File: config.mk
export PLATFORM = sky130hd
export DESIGN_NAME = remc_ctrl
export DESIGN_NICKNAME = d
export VERILOG_FILES = /design/src/rtl/remc_pkg.sv /design/src/rtl/remc_ctrl.sv /design/src/rtl/remc_sync.sv
export SDC_FILE = /design/constraint.sdc
export NUM_CORES = 1
export LEC_CHECK = 0
export BUFFER_PORTS_ARGS = -buffer_cell sky130_fd_sc_hd__buf_2
export CAP_MARGIN = 40
export CORE_ASPECT_RATIO = 0.75
export CORE_MARGIN = 2
export CORE_UTILIZATION = 45
export DETAILED_ROUTE_END_ITERATION = 12
export PLACE_DENSITY = 0.76
export RECOVER_POWER = 100
export SLEW_MARGIN = 20
export SYNTH_ARGS = -nofsm -noshare
export SYNTH_HDL_FRONTEND = slang
export SYNTH_SLANG_ARGS = --single-unit
File: constraint.sdc
create_clock -name clk_sys -period 2 [get_ports clk_sys]
set_input_delay 0 -clock clk_sys [delete_from_list [all_inputs] [get_ports clk_sys]]
set_output_delay 0 -clock clk_sys [all_outputs]
set_load 0.05 [all_outputs]
File: src/rtl/remc_pkg.sv
// shared constants for the rom/eeprom mode controller
package remc_pkg;
   // pin levels for the three-level control pins
   typedef enum logic [1:0] {
      REMC_LVL_LOW,
      REMC_LVL_HIGH,
      REMC_LVL_SUPER
   } remc_level_t;

   // operations the user side may request
   typedef enum logic [2:0] {
      REMC_OP_READ,
      REMC_OP_PROGRAM,
      REMC_OP_ERASE,
      REMC_OP_VERIFY,
      REMC_OP_REPLACE,
      REMC_OP_ERASE_REPL
   } remc_op_t;

   localparam int unsigned REMC_CLK_MHZ        = 125;
   localparam int unsigned REMC_PROG_PULSE_MS  = 10;
   localparam int unsigned REMC_ERASE_PULSE_MS = 10;
   localparam int unsigned REMC_REPL_PULSE_MS  = 100;
   localparam int unsigned REMC_EREPL_PULSE_MS = 10;
   localparam int unsigned REMC_SETUP_US       = 2;
   localparam int unsigned REMC_READ_NS        = 250;

   localparam int unsigned REMC_PROG_CYC  =
      REMC_PROG_PULSE_MS * 1000 * REMC_CLK_MHZ;
   localparam int unsigned REMC_ERASE_CYC =
      REMC_ERASE_PULSE_MS * 1000 * REMC_CLK_MHZ;
   localparam int unsigned REMC_REPL_CYC  =
      REMC_REPL_PULSE_MS * 1000 * REMC_CLK_MHZ;
   localparam int unsigned REMC_EREPL_CYC =
      REMC_EREPL_PULSE_MS * 1000 * REMC_CLK_MHZ;
   localparam int unsigned REMC_SETUP_CYC = REMC_SETUP_US * REMC_CLK_MHZ;
   // round up: 250 ns at 8 ns per cycle
   localparam int unsigned REMC_READ_CYC  =
      (REMC_READ_NS * REMC_CLK_MHZ + 999) / 1000;

   localparam int unsigned REMC_ADDR_W    = 14;
   localparam int unsigned REMC_DATA_W    = 8;
   localparam logic [13:0] REMC_EE_LAST   = 14'h07ff;
   localparam logic [7:0]  REMC_ERASED    = 8'hff;
   localparam logic [7:0]  REMC_PAGE_LSB  = 8'h00;
endpackage

File: src/rtl/remc_ctrl.sv
// host controller that sequences the rom/eeprom mode pins
`timescale 1ns/10ps

//////////////////////////////////////////////////////////////////////////////
// Overview of operation
// - erase: ce low, oe super, vpp, 10ms strobe
// - verify: ce, oe low, vpp, strobe high
// - verify read may follow program or erase
// - replace: ce super, page address, 100ms strobe
// - load spare page by ordinary byte programs
// - erase-of-replace: ce, oe high, strobe super 10ms
// - never drive ce, oe super with strobe low
// - program: ce low, oe high, vpp, 10ms strobe
module remc_ctrl #(
   parameter int unsigned PROG_CYC  = remc_pkg::REMC_PROG_CYC,
   parameter int unsigned ERASE_CYC = remc_pkg::REMC_ERASE_CYC,
   parameter int unsigned REPL_CYC  = remc_pkg::REMC_REPL_CYC,
   parameter int unsigned EREPL_CYC = remc_pkg::REMC_EREPL_CYC,
   parameter int unsigned SETUP_CYC = remc_pkg::REMC_SETUP_CYC
) (
   // clock and reset
   input  wire logic                  clk_sys,
   input  wire logic                  srst,
   // user request
   input  wire logic                  req_valid,
   output logic                       req_ready,
   input  wire remc_pkg::remc_op_t    req_op,
   input  wire logic [13:0]           req_addr,
   input  wire logic [7:0]            req_wdata,
   // user answer
   output logic                       rsp_valid,
   output logic [7:0]                 rsp_rdata,
   output logic                       rsp_match,
   output logic                       rsp_in_rom,
   // device pins
   output remc_pkg::remc_level_t      chip_sel_lvl,
   output remc_pkg::remc_level_t      out_en_lvl,
   output remc_pkg::remc_level_t      strobe_lvl,
   output logic                       vpp_high,
   output logic [13:0]                byte_addr_lines,
   input  wire logic [7:0]            data_bus_lines_in,
   output logic [7:0]                 data_bus_lines_out,
   output logic                       data_bus_lines_oe
);
   localparam int unsigned CNT_W = 32;

   initial begin
      if (PROG_CYC < 1 || ERASE_CYC < 1 || REPL_CYC < 1 || EREPL_CYC < 1 ||
          SETUP_CYC < 1)
         $error("remc_ctrl: cycle counts must be at least 1");
   end

   typedef enum logic [2:0] {
      REMC_ST_IDLE,
      REMC_ST_SETUP,
      REMC_ST_PULSE,
      REMC_ST_HOLD,
      REMC_ST_READ,
      REMC_ST_DONE
   } remc_state_t;

   remc_state_t        state;
   remc_state_t        next_state;
   remc_pkg::remc_op_t op;
   logic [13:0]        addr;
   logic [7:0]         wdata;
   logic [CNT_W-1:0]   cnt;
   logic [7:0]         bus_sync;
   logic [CNT_W-1:0]   next_cnt;
   logic               erased_last;

   ///////////////////////////////////////////////////////////////////////////
   // pin synchroniser for the returning data bus
   remc_sync #(.WIDTH(8)) u_data_sync (
      .clk_sys  (clk_sys),
      .srst     (srst),
      .async_in (data_bus_lines_in),
      .sync_out (bus_sync)
   );

   ///////////////////////////////////////////////////////////////////////////
   // decode
   wire is_read   = (op == remc_pkg::REMC_OP_READ);
   wire is_prog   = (op == remc_pkg::REMC_OP_PROGRAM);
   wire is_erase  = (op == remc_pkg::REMC_OP_ERASE);
   wire is_verify = (op == remc_pkg::REMC_OP_VERIFY);
   wire is_repl   = (op == remc_pkg::REMC_OP_REPLACE);
   wire is_erepl  = (op == remc_pkg::REMC_OP_ERASE_REPL);
   wire is_rd     = is_read | is_verify;
   wire is_pulsed = is_prog | is_erase | is_repl | is_erepl;
   wire active    = (state != REMC_ST_IDLE) && (state != REMC_ST_DONE);
   wire in_pulse  = (state == REMC_ST_PULSE);

   // pulse length per operation, counted from the system clock
   wire [CNT_W-1:0] pulse_len =
      is_prog  ? CNT_W'(PROG_CYC)  :
      is_erase ? CNT_W'(ERASE_CYC) :
      is_repl  ? CNT_W'(REPL_CYC)  :
                 CNT_W'(EREPL_CYC);
   wire [CNT_W-1:0] read_len = CNT_W'(remc_pkg::REMC_READ_CYC);
   wire cnt_done = (cnt == '0);

   // replace uses only the page part of the address
   wire [13:0] drive_addr = is_repl ? {addr[13:8], remc_pkg::REMC_PAGE_LSB}
                                    : addr;

   ///////////////////////////////////////////////////////////////////////////
   // pin levels: ce and oe are never both super, so the strobe-low
   // spare-erase combination cannot be produced
   assign chip_sel_lvl = !active  ? remc_pkg::REMC_LVL_HIGH :
                         is_repl  ? remc_pkg::REMC_LVL_SUPER :
                         is_erepl ? remc_pkg::REMC_LVL_HIGH :
                                    remc_pkg::REMC_LVL_LOW;
   assign out_en_lvl   = !active  ? remc_pkg::REMC_LVL_HIGH :
                         is_erase ? remc_pkg::REMC_LVL_SUPER :
                         is_rd    ? remc_pkg::REMC_LVL_LOW :
                                    remc_pkg::REMC_LVL_HIGH;
   // strobe held high outside pulse; super only for erase-of-replace
   assign strobe_lvl   = !in_pulse ? remc_pkg::REMC_LVL_HIGH :
                         is_erepl  ? remc_pkg::REMC_LVL_SUPER :
                                     remc_pkg::REMC_LVL_LOW;
   assign vpp_high     = active & ~is_read;
   assign byte_addr_lines    = active ? drive_addr : 14'h0000;
   assign data_bus_lines_out = wdata;
   // drive only while programming and oe is high: no bus fight
   assign data_bus_lines_oe  = active & is_prog;
   assign req_ready          = (state == REMC_ST_IDLE);

   ///////////////////////////////////////////////////////////////////////////
   // sequencer
   always_comb begin
      next_state = state;
      case (state)
         REMC_ST_IDLE:  if (req_valid) next_state = REMC_ST_SETUP;
         REMC_ST_SETUP: if (cnt_done)
                           next_state = is_pulsed ? REMC_ST_PULSE
                                                  : REMC_ST_READ;
         REMC_ST_PULSE: if (cnt_done) next_state = REMC_ST_HOLD;
         REMC_ST_HOLD:  if (cnt_done) next_state = REMC_ST_DONE;
         REMC_ST_READ:  if (cnt_done) next_state = REMC_ST_DONE;
         REMC_ST_DONE:  next_state = REMC_ST_IDLE;
         default:       next_state = REMC_ST_IDLE;
      endcase
   end

   // counter reload points: setup span, pulse, then the same span of hold
   // so that address, data and supply bracket the strobe on both sides
   wire take      = (state == REMC_ST_IDLE) && req_valid;
   wire setup_end = (state == REMC_ST_SETUP) && cnt_done;
   wire pulse_end = in_pulse && cnt_done;

   always_comb begin
      next_cnt = cnt;
      if (take) begin
         next_cnt = CNT_W'(SETUP_CYC - 1);
      end else if (!cnt_done) begin
         next_cnt = cnt - 1'b1;
      end else if (setup_end) begin
         // read wait is not trimmed: one cycle of margin for the filter
         next_cnt = is_pulsed ? pulse_len - 1'b1 : read_len;
      end else if (pulse_end) begin
         next_cnt = CNT_W'(SETUP_CYC - 1);
      end
   end

   always_ff @(posedge clk_sys) begin
      if (srst) begin
         state <= REMC_ST_IDLE;
         op    <= remc_pkg::REMC_OP_READ;
         addr  <= 14'h0000;
         wdata <= 8'h00;
         cnt   <= '0;
      end else begin
         state <= next_state;
         cnt   <= next_cnt;
         // request latched once; pins stay fixed to the end
         if (take) begin
            op    <= req_op;
            addr  <= req_addr;
            wdata <= req_wdata;
         end
      end
   end

   ///////////////////////////////////////////////////////////////////////////
   // answer; a verify right after a bulk erase expects all ones
   wire       done_pulsed = (state == REMC_ST_DONE) && is_pulsed;
   wire [7:0] expect_byte = (is_verify && erased_last) ? remc_pkg::REMC_ERASED
                                                      : wdata;

   always_ff @(posedge clk_sys) begin
      if (srst) begin
         rsp_valid  <= 1'b0;
         rsp_rdata  <= 8'h00;
         rsp_match  <= 1'b0;
         rsp_in_rom <= 1'b0;
         erased_last <= 1'b0;
      end else begin
         rsp_valid <= (next_state == REMC_ST_DONE) &&
                      (state != REMC_ST_DONE);
         if (state == REMC_ST_READ && cnt_done) begin
            rsp_rdata <= bus_sync;
            rsp_match <= (bus_sync == expect_byte);
         end
         if (state == REMC_ST_SETUP)
            rsp_in_rom <= (addr > remc_pkg::REMC_EE_LAST);
         // only the last pulsed operation decides; reads leave it alone
         if (done_pulsed)
            erased_last <= is_erase;
      end
   end
endmodule

File: src/rtl/remc_sync.sv
// three-stage input synchroniser with agreement filter
`timescale 1ns/10ps
module remc_sync #(
   parameter int unsigned WIDTH = 8
) (
   // clock and reset
   input  wire logic             clk_sys,
   input  wire logic             srst,
   // raw and filtered levels
   input  wire logic [WIDTH-1:0] async_in,
   output logic      [WIDTH-1:0] sync_out
);
   logic [WIDTH-1:0] stage1;
   logic [WIDTH-1:0] stage2;
   logic [WIDTH-1:0] stage3;
   wire  [WIDTH-1:0] agree = ~(stage2 ^ stage3);

   initial begin
      if (WIDTH < 1) $error("remc_sync: WIDTH must be at least 1");
   end

   // a change counts only once the last two stages agree
   always_ff @(posedge clk_sys) begin
      if (srst) begin
         stage1   <= '0;
         stage2   <= '0;
         stage3   <= '0;
         sync_out <= '0;
      end else begin
         stage1   <= async_in;
         stage2   <= stage1;
         stage3   <= stage2;
         sync_out <= (agree & stage3) | (~agree & sync_out);
      end
   end
endmodule
==> impl_metrics.py <==
metrics = {
    "floorplanning": {
        "core_area_sq_um": 9660,
        "initial_core_util_pct": 46.1,
        "die-height_um": 90.2,
        "boundaryPins": 78,
        "num_rows": 31,
        "dieArea_sq_um": 10700,
        "die_w_um": 119,
    },
    "cts": {
        "clk_latency_ns": 0.35,
        "cts_tree": "yes",
        "clockBufferDepth": 2,
        "cts_sinks": 104,
        "clkTransAtPathRegs_ns": 0.08,
        "cts_root_buf": "clkbuf_16",
        "htree_levels": 3,
        "cts_buffers": 9,
    },
    "timing": {
        "slew_headroom_pct": 58.4,
        "setup_tns_ns": 0,
        "worst_pin_slew_ns": 0.627,
        "finalCritPeriodShare_pct": 99.7,
        "whs_ns": 0.132,
        "setup_viol": 0,
        "finClkSkew_ns": 0.00657,
        "period_minus_slack_ns": 1.99,
        "fmax_ghz": 0.501,
        "maxSlewViolCount": 0,
        "rsz0062_at_grt": "yes",
        "worst_slack_ns": 0.00507,
        "hold_violations": 0,
    },
    "worst_setup_path": {
        "crit_arrival_ns": 2.22,
        "critical_path.cell_chain": "or4_4 -> nor3b_4 -> buf_4 -> nand4_1 -> buf_6 -> mux2i_1 -> nor2_1",
        "rr_worst_depth": 7,
        "cp.required_ns": 2.23,
        "end_kind": "flip-flop",
        "max_stage_delay_ns": 0.55,
        "critPathSlowestCell": "or4_4",
        "path_class": "flip-flop to flip-flop",
        "critPathMaxFanout": 10,
        "start_kind": "flip-flop",
    },
    "synth": {
        "syn_avg_cell_area_sq_um": 8.44,
        "netlist_instances": 528,
        "yosysWarnings": 0,
        "syn_nets": 565,
        "synth-edff-count": 0,
        "synth_cell_types": 50,
        "ys_seq_area_share_pct": 46.7,
        "synthArstFlopShare_pct": 0,
        "ys.flop_type": "dfxtp_1",
        "syn_area_sq_um": 4450,
        "ys_ff_latch": 104,
    },
    "routing": {
        "drt_iter0_drc": 190,
        "vias": 4213,
        "wirelength_mm": 11.4,
        "dr.pass1.iters": 4,
        "wire_per_inst_um": 14.3,
        "ant_nets": 0,
        "drc": 0,
        "via_per_inst": 5.27,
    },
    "job": {
        "max_cap_viol_count": 0,
    },
    "placed_design": {
        "place_congestion": 0.829,
        "hpwl_mm": 7.52,
        "place_inst": 746,
        "place_area_sq_um": 5230,
        "io_buffers": 77,
        "post-place-ws_ns": -0.0987,
    },
    "power": {
        "p_per_area_nw_per_um2": 1300,
        "power_frac_clock_pct": 22.6,
        "peakVddDrop_mv": 0.748,
        "p_int_mw": 4.75,
        "power.total_mw": 7.81,
        "pwr-share-seq_pct": 33.0,
        "p_sw_mw": 3.05,
        "p_sw_share_pct": 39.1,
        "p_leak_nw": 2.39,
        "p_comb_share_pct": 44.4,
    },
    "global_routing": {
        "grt_max_degree": 82,
        "antenna_found_initial": 0,
        "met1_usage_pct": 27.4,
        "grt_use_total_pct": 20.7,
        "gr-usage-met2_pct": 33.4,
        "grt_pass1_vias": 3960,
        "grt_busiest_layer": "met2",
        "grt_pass1_wl_mm": 18.2,
        "gr-total-overflow": 0,
        "use_met3_pct": 4.57,
    },
    "finish": {
        "fin_util_pct": 62.0,
        "diodes": 0,
        "drive_above_1_share_pct": 22.8,
        "final_area_sq_um": 5990,
        "layoutNonFillerInstCount": 799,
        "syn2layout_area_growth_pct": 34.4,
        "final_nets": 699,
    },
    "outcome": {
        "status": "finished clean",
    },
    "worst_hold_path": {
        "hold_depth": 4,
        "hold_class": "input pin to flip-flop",
    },
}
==> power groups by stage <==
stage / Clock [mW] / Sequential (mW) / Combinational [mW]
floorplan: 0 / 2.63 / 2.04
global placement: 0 / 2.58 / 2.94
detailed placement: 0 / 2.60 / 3.02
CTS: 1.79 / 2.56 / 3.17
global route: 1.88 / 2.61 / 3.73
finish: 1.76 / 2.58 / 3.46
==> cells by family after synthesis <==
| family | after synthesis | synth area share (%) |
|---|---|---|
| flip-flops | 104 | 46.7 |
| AND/OR/NAND/NOR | 245 | 28.3 |
| buffers and inverters | 36 | 3.48 |
| XOR/XNOR | 29 | 5.70 |
| adder cells (fa/ha/maj) | 1 | 0.281 |
| AO/OA/AOI/OAI | 103 | 13.2 |
| multiplexers | 10 | 2.25 |
==> flip-flops by register name (all words and copies together), names as in the netlist, 3 cells and up, named ones only <==
name / flops
state: 3
rsp_rdata: 8
addr: 14
op: 3
u_data_sync.stage2: 8
data_bus_lines_out: 8
u_data_sync.stage1: 8
cnt: 32
u_data_sync.stage3: 8
==> worst max-delay path, delay by kind of cell (launching register included) <==
kind,cells,cell delay [ns]
simple gates,4,0.99
buf+inv,2,0.37
mux,1,0.18
flops,1,0.32
==> path summary, 6_finish.rpt <==
check | startpoint | to | slack (ns)
hold / removal | srst | cnt[9] | 0.13
setup reg to reg | cnt[15] | rsp_rdata[5] | 0.005
setup / recovery | cnt[15] | rsp_rdata[5] | 0.005
hold reg to reg | u_data_sync.stage1[5] | u_data_sync.stage2[5] | 0.44
==> what timing repair did <==
action                     4_1_cts  5_1_grt
pin swaps                        3        9
hold endpoints to repair        33        0
gates resized for setup          8       29
buffers inserted                 0        3
setup endpoints to repair       19       48
cloned                           0        1
hold buffers                    33        0
==> cell usage after synthesis (5+ instances only) <==
library cell	n	share of area (%)
nor4_1	11	1.5
nor2_1	45	3.8
mux2i_1	10	2.2
nor2b_1	34	4.8
nand3_1	6	0.67
nor3_1	17	1.9
buf_2	7	0.79
xnor2_1	20	3.9
inv_1	5	0.42
o21ai_0	22	2.5
nand4_1	9	1.3
a21oi_1	59	6.6
xor2_1	9	1.8
nor3b_1	5	0.84
clkbuf_1	19	1.6
nand2_1	79	6.7
and2_1	9	1.3
or3_1	5	0.70
dfxtp_1	104	47
==> layer usage <==
metal	routed length, um	up-vias
met2	5360	120
met4	221	0
met3	600	21
met5	0	-
li1	-	2086
met1	5230	1986
==> layout make-up <==
| type | instances | area (sq um) |
|---|---|---|
| clock buffer | 9 | 225 |
| tap | 132 | 165 |
| multi-input combinational | 388 | 2360 |
| timing repair buffer | 154 | 1040 |
| inverter | 5 | 18.8 |
| sequential | 104 | 2080 |
| fill | 801 | 3670 |
| clock inverter | 7 | 86.3 |
==> cell usage in the layout (no fill, tap or decap), types with 5 or more instances in the layout <==
master / netlist / layout
a21oi_1: 59 / 59
and2_1: 9 / 8
buf_2: 7 / 38
buf_4: 1 / 30
buf_6: 1 / 6
clkbuf_1: 19 / 22
clkbuf_16: 0 / 9
clkbuf_2: 0 / 21
dfxtp_1: 104 / 102
dlygate4sd3_1: 0 / 33
inv_1: 5 / 5
mux2i_1: 10 / 9
nand2_1: 79 / 78
nand3_1: 6 / 6
nand4_1: 9 / 9
nor2_1: 45 / 44
nor2b_1: 34 / 34
nor3_1: 17 / 12
nor4_1: 11 / 6
o21ai_0: 22 / 19
or3_1: 5 / 5
xnor2_1: 20 / 20
xor2_1: 9 / 8
(Power assumes the default switching activity.)
